**config.mk**
```make
export PLATFORM = sky130hd
export DESIGN_NAME = zero_cross_event_logic
export DESIGN_NICKNAME = d
export VERILOG_FILES = /design/src/design/zcd_pkg.sv /design/src/design/edge_if.sv /design/src/design/zero_cross_event_logic.sv /design/src/design/zc_edge_unit.sv
export VERILOG_INCLUDE_DIRS = /design/src /design/src/design
export SDC_FILE = /design/constraint.sdc
export NUM_CORES = 1
export LEC_CHECK = 0
export BUFFER_PORTS_ARGS = -buffer_cell sky130_fd_sc_hd__buf_2
export CAP_MARGIN = 5
export CORE_ASPECT_RATIO = 1.25
export CORE_UTILIZATION = 41
export DETAILED_ROUTE_END_ITERATION = 7
export GPL_TIMING_DRIVEN = 0
export PLACE_DENSITY = 0.76
export SYNTH_ARGS = -nofsm -noshare
export SYNTH_HDL_FRONTEND = slang
export SYNTH_SLANG_ARGS = --single-unit
export TNS_END_PERCENT = 5
```
**constraint.sdc**
```tcl
create_clock -name aclk -period 1.4 [get_ports aclk]
set_input_delay 0.14 -clock aclk [delete_from_list [all_inputs] [get_ports aclk]]
set_output_delay 0.14 -clock aclk [all_outputs]
set_load 0.02 [all_outputs]
```
**src/design/zcd_consts.svh**
```systemverilog
// offsets, field positions, counter values and codes of the zero-cross block
// assumes inclusion by bare name from the design files of this block and from the bench
`ifndef ZCD_CONSTS_SVH
`define ZCD_CONSTS_SVH

// ********************************
// register byte addresses
// ********************************
`define ZC_OFF_CTRL   8'h00
`define ZC_OFF_FLAG   8'h04
`define ZC_OFF_IEN    8'h08
`define ZC_OFF_ICON   8'h0C

// ********************************
// field positions
// ********************************
`define ZC_BIT_EN     3'h7
`define ZC_BIT_OUT    3'h5
`define ZC_BIT_POL    3'h4
`define ZC_BIT_RISE   3'h1
`define ZC_BIT_FALL   3'h0
`define ZC_BIT_FLAG   3'h6
`define ZC_BIT_IE     3'h6
`define ZC_BIT_GIE    3'h7
`define ZC_BIT_PERIPHERAL_IRQ_GLOBAL_ENABLE   3'h6

// ********************************
// codes and counts
// ********************************
`define AXI_OKAY      2'h0
`define AXI_DECERR    2'h3
`define ZC_BOOT_LOAD  2'h2
`define ZC_BOOT_DONE  2'h3
`define ZC_WARM_DONE  2'h3

`endif

```
**src/design/zcd_pkg.sv**
```systemverilog
// state types of the zero-cross block
// assumes the constants header supplies all numbers
package zcd_pkg;

   // edge unit: synchroniser, level and edge pulse
   typedef struct packed {
      logic       s1;
      logic       s2;
      logic       lvl;
      logic       set;
      logic [1:0] warm;
   } unit_state_t;

   // top: bus slave and registers
   typedef struct packed {
      logic       aw_full;
      logic [7:0] aw_addr;
      logic       w_full;
      logic [7:0] wdata;
      logic       wstrb0;
      logic       bvalid;
      logic [1:0] bresp;
      logic       rvalid;
      logic [7:0] rdata;
      logic [1:0] rresp;
      logic       en;
      logic       polarity_invert;
      logic       rise_en;
      logic       fall_en;
      logic       flag;
      logic       ie;
      logic       global_irq_enable;
      logic       peripheral_irq_global_enable;
      logic       fs1;
      logic       fs2;
      logic [1:0] boot;
   } top_state_t;

endpackage

```
**src/design/edge_if.sv**
```systemverilog
// carrier between register logic and the edge unit
// assumes both ends run on aclk
interface edge_if;
   logic polarity_invert;
   logic rise_en;
   logic fall_en;
   logic out_level;
   logic set_pulse;

   modport ctrl (output polarity_invert, output rise_en, output fall_en,
                 input out_level, input set_pulse);
   modport unit (input polarity_invert, input rise_en, input fall_en,
                 output out_level, output set_pulse);
endinterface

```
**src/design/zero_cross_event_logic.sv**
```systemverilog
// zero-cross detector logic: register slave, interrupt flag and enables
// assumes an AXI4-Lite master on aclk and an async sink/source level from the pad
//
// Contract
// - pin above crossing reference means sink active, below means source active
// - with polarity clear, output status reads 1 for sink, 0 for source
// - polarity_invert set inverts output status: 1 means source active
// - polarity inversion acts on output status even when detector disabled
// - separate rising and falling edge detectors on the polarity-adjusted output
// - either detector firing with its enable set sets zero_cross_irq_flag
// - rise_irq_enable gates rising, fall_irq_enable gates falling; both in control reg
// - changing polarity may cause a flag-setting edge regardless of enable
// - an enabled edge in the clearing cycle leaves the flag set
// - edge detection and flag setting keep running in sleep
// - fuse clear: detector on from power-on; fuse set: software enables it
`include "zcd_consts.svh"

module zero_cross_event_logic
(
   input  wire logic        aclk,
   input  wire logic        aresetn,
   // ********************************
   // AXI4-Lite slave
   // ********************************
   input  wire logic [7:0]  s_axi_awaddr,
   input  wire logic        s_axi_awvalid,
   output logic             s_axi_awready,
   input  wire logic [31:0] s_axi_wdata,
   input  wire logic [3:0]  s_axi_wstrb,
   input  wire logic        s_axi_wvalid,
   output logic             s_axi_wready,
   output logic [1:0]       s_axi_bresp,
   output logic             s_axi_bvalid,
   input  wire logic        s_axi_bready,
   input  wire logic [7:0]  s_axi_araddr,
   input  wire logic        s_axi_arvalid,
   output logic             s_axi_arready,
   output logic [31:0]      s_axi_rdata,
   output logic [1:0]       s_axi_rresp,
   output logic             s_axi_rvalid,
   input  wire logic        s_axi_rready,
   // ********************************
   // pad side and system
   // ********************************
   input  wire logic        sink_active_raw,
   input  wire logic        zero_cross_default_off_fuse,
   output logic             detector_enable,
   output logic             irq
);

   zcd_pkg::top_state_t q;
   zcd_pkg::top_state_t d;
   edge_if              ev ();

   logic wr_go;
   logic rd_go;
   logic rd_flag;

   // ********************************
   // decode helpers
   // ********************************
   // one decoder shared by read and write so both agree on the map
   function automatic logic is_mapped(input logic [7:0] a);
      is_mapped = (a == `ZC_OFF_CTRL) || (a == `ZC_OFF_FLAG)
               || (a == `ZC_OFF_IEN)  || (a == `ZC_OFF_ICON);
   endfunction

   function automatic logic [7:0] read_value(input logic [7:0] a,
                                             input zcd_pkg::top_state_t s,
                                             input logic out_lvl);
      logic [7:0] v;
      v = 8'h00;
      unique case (a)
         `ZC_OFF_CTRL:
         begin
            v[`ZC_BIT_EN]   = s.en;
            v[`ZC_BIT_OUT]  = out_lvl;
            v[`ZC_BIT_POL]  = s.polarity_invert;
            v[`ZC_BIT_RISE] = s.rise_en;
            v[`ZC_BIT_FALL] = s.fall_en;
         end
         `ZC_OFF_FLAG: v[`ZC_BIT_FLAG] = s.flag;
         `ZC_OFF_IEN:  v[`ZC_BIT_IE]   = s.ie;
         `ZC_OFF_ICON:
         begin
            v[`ZC_BIT_GIE]  = s.global_irq_enable;
            v[`ZC_BIT_PERIPHERAL_IRQ_GLOBAL_ENABLE] = s.peripheral_irq_global_enable;
         end
         default: v = 8'h00;
      endcase
      read_value = v;
   endfunction

   // ********************************
   // edge unit
   // ********************************
   zc_edge_unit u_edge
   (
      .aclk            (aclk),
      .aresetn         (aresetn),
      .sink_active_raw (sink_active_raw),
      .ev              (ev.unit)
   );

   assign ev.polarity_invert     = q.polarity_invert;
   assign ev.rise_en = q.rise_en;
   assign ev.fall_en = q.fall_en;

   // ********************************
   // bus handshakes
   // ********************************
   // a write is applied once both halves are held and no response is pending
   assign wr_go   = q.aw_full && q.w_full && !q.bvalid;
   assign rd_go   = s_axi_arvalid && !q.rvalid;
   assign rd_flag = rd_go && (s_axi_araddr == `ZC_OFF_FLAG);

   // ********************************
   // next state
   // ********************************
   always_comb
   begin
      d = q;
      // address and data taken in either order
      if (s_axi_awvalid && !q.aw_full)
      begin
         d.aw_full = 1'b1;
         d.aw_addr = s_axi_awaddr;
      end
      if (s_axi_wvalid && !q.w_full)
      begin
         d.w_full = 1'b1;
         d.wdata  = s_axi_wdata[7:0];
         d.wstrb0 = s_axi_wstrb[0];
      end
      if (q.bvalid && s_axi_bready)
         d.bvalid = 1'b0;
      if (q.rvalid && s_axi_rready)
         d.rvalid = 1'b0;

      // register writes; only lane 0 holds bits, others are ignored
      if (wr_go)
      begin
         d.aw_full = 1'b0;
         d.w_full  = 1'b0;
         d.bvalid  = 1'b1;
         d.bresp   = is_mapped(q.aw_addr) ? `AXI_OKAY : `AXI_DECERR;
         if (q.wstrb0)
         begin
            unique case (q.aw_addr)
               `ZC_OFF_CTRL:
               begin
                  d.en      = q.wdata[`ZC_BIT_EN];
                  d.polarity_invert     = q.wdata[`ZC_BIT_POL];
                  d.rise_en = q.wdata[`ZC_BIT_RISE];
                  d.fall_en = q.wdata[`ZC_BIT_FALL];
               end
               `ZC_OFF_FLAG: d.flag = q.wdata[`ZC_BIT_FLAG];
               `ZC_OFF_IEN:  d.ie   = q.wdata[`ZC_BIT_IE];
               `ZC_OFF_ICON:
               begin
                  d.global_irq_enable  = q.wdata[`ZC_BIT_GIE];
                  d.peripheral_irq_global_enable = q.wdata[`ZC_BIT_PERIPHERAL_IRQ_GLOBAL_ENABLE];
               end
               default: d.en = q.en;
            endcase
         end
      end

      // reads: status shows the live polarity-adjusted level
      if (rd_go)
      begin
         d.rvalid = 1'b1;
         d.rdata  = read_value(s_axi_araddr, q, ev.out_level);
         d.rresp  = is_mapped(s_axi_araddr) ? `AXI_OKAY : `AXI_DECERR;
      end
      // reading the flag register clears the sticky flag
      if (rd_flag)
         d.flag = 1'b0;
      // set wins over any clear in the same cycle; runs whatever the enable
      if (ev.set_pulse)
         d.flag = 1'b1;

      // power-on default from the fuse, taken after it is synchronised
      d.fs1 = zero_cross_default_off_fuse;
      d.fs2 = q.fs1;
      if (q.boot != `ZC_BOOT_DONE)
         d.boot = q.boot + 2'h1;
      if (q.boot == `ZC_BOOT_LOAD)
         d.en = ~q.fs2;
   end

   always_ff @(posedge aclk)
   begin
      if (!aresetn)
         q <= '0;
      else
         q <= d;
   end

   // ********************************
   // outputs
   // ********************************
   assign s_axi_awready   = !q.aw_full;
   assign s_axi_wready    = !q.w_full;
   assign s_axi_bvalid    = q.bvalid;
   assign s_axi_bresp     = q.bresp;
   assign s_axi_arready   = !q.rvalid;
   assign s_axi_rvalid    = q.rvalid;
   assign s_axi_rresp     = q.rresp;
   assign s_axi_rdata     = {24'h000000, q.rdata};
   assign detector_enable = q.en;
   // one level line; all three enables must be set by software
   assign irq             = q.flag && q.ie && q.peripheral_irq_global_enable && q.global_irq_enable;
endmodule // zero_cross_event_logic

```
**src/design/zc_edge_unit.sv**
```systemverilog
// synchroniser, polarity and edge detectors of the zero-cross block
// assumes sink_active_raw comes asynchronously from the analog front end
`include "zcd_consts.svh"

module zc_edge_unit
(
   input  wire logic aclk,
   input  wire logic aresetn,
   input  wire logic sink_active_raw,
   edge_if.unit      ev
);

   zcd_pkg::unit_state_t q;
   zcd_pkg::unit_state_t d;

   // ********************************
   // next state
   // ********************************
   // level is formed from s2 and the polarity bit; s1 feeds nothing but s2
   always_comb
   begin
      d      = q;
      d.s1   = sink_active_raw;
      d.s2   = q.s1;
      d.lvl  = q.s2 ^ ev.polarity_invert;
      d.set  = 1'b0;
      if (q.warm != `ZC_WARM_DONE)
         d.warm = q.warm + 2'h1;
      // no edge until the previous level is real, so reset gives no spurious event
      if (q.warm == `ZC_WARM_DONE)
         d.set = (ev.rise_en & d.lvl & ~q.lvl)
               | (ev.fall_en & ~d.lvl & q.lvl);
   end

   always_ff @(posedge aclk)
   begin
      if (!aresetn)
         q <= '0;
      else
         q <= d;
   end

   assign ev.out_level = q.lvl;
   assign ev.set_pulse = q.set;
endmodule // zc_edge_unit

```
# Word level (Yosys, flattened, before mapping)
# Index checks and enable logic that the tools add are counted.
word_totals:
  wordCells: 106
  ramBits: 0
  latch_bits: 0
  mem_count: 0
  ff_bits: 49
  mem_bits_ro: 0
  input_bits: 61
op_classes:
  n_mul: 0
  bitwise: 10
  muxes: 20
  add_sub_neg: 2
  div: 0
  eq_ne: 10
  shifts: 0
  magnitude_cmp: 0
  reduce_logical: 38
op_table:
  columns: ["op", "n"]
  rows:
  - ["$eq 8x4->1 const B", 4]
  - ["$eq 8x3->1 const B", 2]
  - ["$logic_not 8->1", 2]
  - ["$mux 8", 2]
  - ["$reduce_and 3->1", 5]
  - ["$logic_and 1x1->1", 11]
  - ["$mux 11", 1]
  - ["$mux 2", 5]
  - ["$reduce_bool 2->1", 5]
  - ["$reduce_bool 3->1", 3]
  - ["$mux 1", 8]
  - ["$logic_or 1x1->1", 6]
  - ["$mux 3", 2]
  - ["$add 2x1->2 const B", 2]
  - ["$and 1x1->1", 4]
  - ["$eq 2x2->1 const B", 2]
  - ["$logic_not 1->1", 4]
  - ["$ne 2x2->1 const B", 2]
  - ["$not 1->1", 4]
  - ["$pmux 1 s3", 1]
  - ["$pmux 1 s2", 1]
  - ["$reduce_and 2->1", 1]
  - ["$reduce_or 2->1", 1]
  - ["$or 1x1->1", 1]
  - ["$xor 1x1->1", 1]

# Longest topological paths before layout
logic_depth:
  ltp_word: 6
  depth_mapped: 5

# By module
# A second synthesis with hierarchy kept.
hier_totals:
  hier_cells: 217
  hier_area_um2: 2064.5
by_module_without_submodules:
  columns: ["mod", "seq_area_each_um2", "cells_each", "area_per_inst_um2", "instances"]
  rows:
  - ["zero_cross_event_logic", 760.7, 199, 1848.0, 1]
  - ["zc_edge_unit", 120.1, 18, 216.5, 1]

# Worst setup path after synthesis
# Ideal clock, no wire load.
synth_path:
  kind: "register to register"
  start: "reg q[41] (netlist bit)"
  end: "reg q (netlist bit detector_enable)"
  setup_slack_ps: -135
  stages_incl_launch_ff: 5
  n_path_buf: 0
  setup_ps: 116
  arrival_ps: 1419
  cell_sequence: "dfxtp_1 -> nor4_4 -> nand4_4 -> mux2_4 -> o211a_1"
synth_between:
  elab_chain_len: 3
synth_rtl:
  columns: ["element", "line", "text"]
  rows:
  - ["start, declared", "zero_cross_event_logic.sv:51", "zcd_pkg::top_state_t q;"]
  - ["start signal, assigned", "zero_cross_event_logic.sv:195", "q <= '0;"]
  - ["start signal, assigned", "zero_cross_event_logic.sv:197", "q <= d;"]
  - ["$logic_not 8->1", "zero_cross_event_logic.sv:149", "unique case (q.aw_addr)"]
  - ["$reduce_bool 2->1 (no line)", null, null]
  - ["$reduce_and 3->1 (no line)", null, null]
# Every way passes these cells.
# A chain may end at the register's enable or synchronous reset.

# Final worst setup path
layout_path:
  start: "reg q[37] (netlist bit)"
  end: "reg q[4] (netlist bit)"
layout_between:
  elab_chain_len: 2
layout_rtl:
  columns: ["element", "line"]
  rows:
  - ["$eq 8x4->1", "zero_cross_event_logic.sv:149"]
  - ["$reduce_and 3->1 (no line)", null]
# Every way passes these cells.

==> results.json <==
{
  "status": "finished, violations left",
  "violations": "negative setup slack",
  "fillers": 445,
  "crit_start": "q[37]",
  "finalSetupViolCount": 5,
  "synth-seq-cells": 44,
  "grt_pass1_vias": 1393,
  "use_met1": 0.161,
  "syn_avg_cell_area_um2": 9.30,
  "antenna_cells": 0,
  "layout_commonest_cell": "buf_2",
  "startpoint_type": "flip-flop",
  "cts_buffers": 5,
  "layout-drive-gt1-share": 0.354,
  "layout_common_cells": "47 x buf_2, 41 x dfxtp_1, 39 x buf_4, 38 x nor2_1, 26 x conb_1",
  "use_met3": 0.0309,
  "worst_hold_path_type": "in2reg",
  "cts.sinks": 44,
  "placementRows": 28,
  "finalHoldViolCount": 0,
  "p_leak_nw": 1.33,
  "layout_setup_ws_ns": -0.0845,
  "place_ws_ns": -0.249,
  "ys.warnings.count": 0,
  "ys_seq_area_frac": 0.429,
  "finClkSkew_ns": 0.00795,
  "cp.required_ns": 1.57,
  "p_per_area_nw_per_um2": 1080,
  "cts_root_buf": "clkbuf_8",
  "numPortBuffers": 47,
  "grt_max_degree": 15,
  "grt_antenna_before_repair": 0,
  "busiest_layer": "met2",
  "viasPerCell": 4.44,
  "grt_util_met2": 0.282,
  "synthCells": 221,
  "path_max_fanout": 4,
  "dp_cells": 353,
  "post-route-min-period_ns": 1.48,
  "core_area_um2": 4760,
  "final_nets": 368,
  "syn_to_final_growth_pct": 28.1,
  "wl_um": 3820,
  "vdd_drop_max_mv": 0.688,
  "dr.pass1.iters": 4,
  "post-route-drc-count": 0,
  "power_mw": 2.84,
  "dr.first_iter.drc_count": 42,
  "cp-end-kind": "flip-flop",
  "multiInputGateArea_um2": 975,
  "gp_congestion": 0.758,
  "clockBufferDepth": 2,
  "ios": 104,
  "vias": 1619,
  "fmax_mhz": 674,
  "fp.dieH_um": 81.1,
  "worstSkewPairLatency_ns": 0.29,
  "synthesis.area_um2": 2050,
  "worstReg2RegStart": "q[37]",
  "rsz0062_at_grt": "true",
  "crit_type": "reg2reg",
  "slew_headroom": 0.630,
  "regArea_um2": 885,
  "tritoncts": "yes",
  "tns_ns": -0.337,
  "fp.dieW_um": 65.3,
  "largest_register_ffs": 23,
  "top_register": "q",
  "grt_pass1_wl_um": 6000,
  "synth_cell_type_count": 38,
  "drv_slew": 0,
  "grt-ovfl-total": 0,
  "dp_hpwl_um": 2900,
  "fin_cells": 365,
  "htreeDepth": 2,
  "worst-slew-pin-transition_ns": 0.555,
  "die-area_um2": 5300,
  "wl_per_cell_um": 10.5,
  "min_from": "s_axi_rready",
  "detail-route-antenna-nets": 0,
  "period_share": 1.06,
  "cp.arrival_ns": 1.65,
  "drv_cap": 0,
  "grt_usage": 0.150,
  "initial_core_util": 0.431,
  "clk_pin_slew_ns": 0.08
}
report_power, final:
group | leakage (nW) | internal, mW | switching (mW)
Combinational | 0.912 | 0.236 | 0.273
Sequential | 0.361 | 1.33 | 0.0607
Clock | 0.0541 | 0.528 | 0.411
metrics by stage:
step           hold slack (ns)  instance area, µm²   util
3_3_place_gp             0.334                2460  0.516
6_report                0.0201                2630  0.552
4_1_cts                 0.0182                2620  0.549
5_1_grt                 0.0315                2630  0.552
3_5_place_dp             0.330                2460  0.516
2_1_floorplan            0.239                2150      -
final cells by class:
type | instances | share of cell area
flip-flops and latches | 44 | 0.336
clock inverters | 3 | 0.0162
clock buffers | 5 | 0.0262
well taps | 60 | 0.0285
plain buffers | 42 | 0.112
inverters | 6 | 0.00856
repair buffers | 51 | 0.102
multi-input cells | 154 | 0.370
what timing repair did:
action | in CTS | in global routing
hold buffers | 0 | 0
setup buffers | 3 | 1
pin swaps | 3 | 1
endpoints found under the setup margin | 11 | 19
cloned | 0 | 0
resized for setup | 6 | 4
per-layer routing:
| metal | part of all wire | up-vias |
|---|---|---|
| met1 | 0.40 | 706 |
| li1 | - | 847 |
| met3 | 0.066 | 2 |
| met4 | 0.0092 | 0 |
| met2 | 0.53 | 64 |
| met5 | 0 | - |
worst paths after layout:
| check | end | slack, ns | cells after the start |
|---|---|---|---|
| worst max register to register | q[4] | -0.08 | 5 |
| worst max-delay path | q[4] | -0.08 | 5 |
| worst min-delay path | s_axi_rvalid | 0.02 | 2 |
| worst min register to register | u_edge.q[4] | 0.44 | 1 |
cells by family after synthesis:
group,after synthesis,synth area share
AO/OA/AOI/OAI,20,0.0639
XOR/XNOR,3,0.0128
adder cells (fa/ha/maj),3,0.0183
buffers and inverters,48,0.153
flip-flops,44,0.429
multiplexers,23,0.114
other,1,0.00183
AND/OR/NAND/NOR,79,0.206
cell usage after synthesis:
library cell	n	area, µm²
mux2i_1	22	220
ha_1	3	37.5
and4_1	1	8.76
buf_1	1	3.75
nor4_4	1	21.3
and3_1	2	12.5
clkbuf_1	5	18.8
a31oi_1	2	12.5
and2_1	5	31.3
or4_1	1	7.51
o22ai_1	1	6.26
and4b_1	1	10.0
inv_1	6	22.5
buf_4	36	270
conb_1	1	3.75
xor2_1	3	26.3
nor2b_1	3	18.8
mux2_4	1	15.0
nand3_1	3	15.0
a211oi_1	2	15.0
or2_2	1	6.26
nand4_4	1	21.3
nand4_1	1	6.26
o21ai_0	2	10.0
a21oi_1	6	30.0
and3b_1	2	17.5
nor4_2	1	12.5
nand3b_1	1	7.51
dfxtp_1	44	881
or3b_2	1	8.76
o211a_1	1	10.0
nor4_1	1	6.26
nand2_1	10	37.5
nand2b_1	3	18.8
a22oi_1	4	30.0
o41ai_1	2	17.5
nor2_1	39	146
and4_2	1	10.0
worst max-delay path, stage by stage (launching register included):
cell and delay (ns):
dfxtp_2 0.34, nor4_4 0.35, buf_4 0.19, and4_4 0.25
mux2i_1 0.18, nor2_1 0.06
Power figures use the tool's default switching activity.
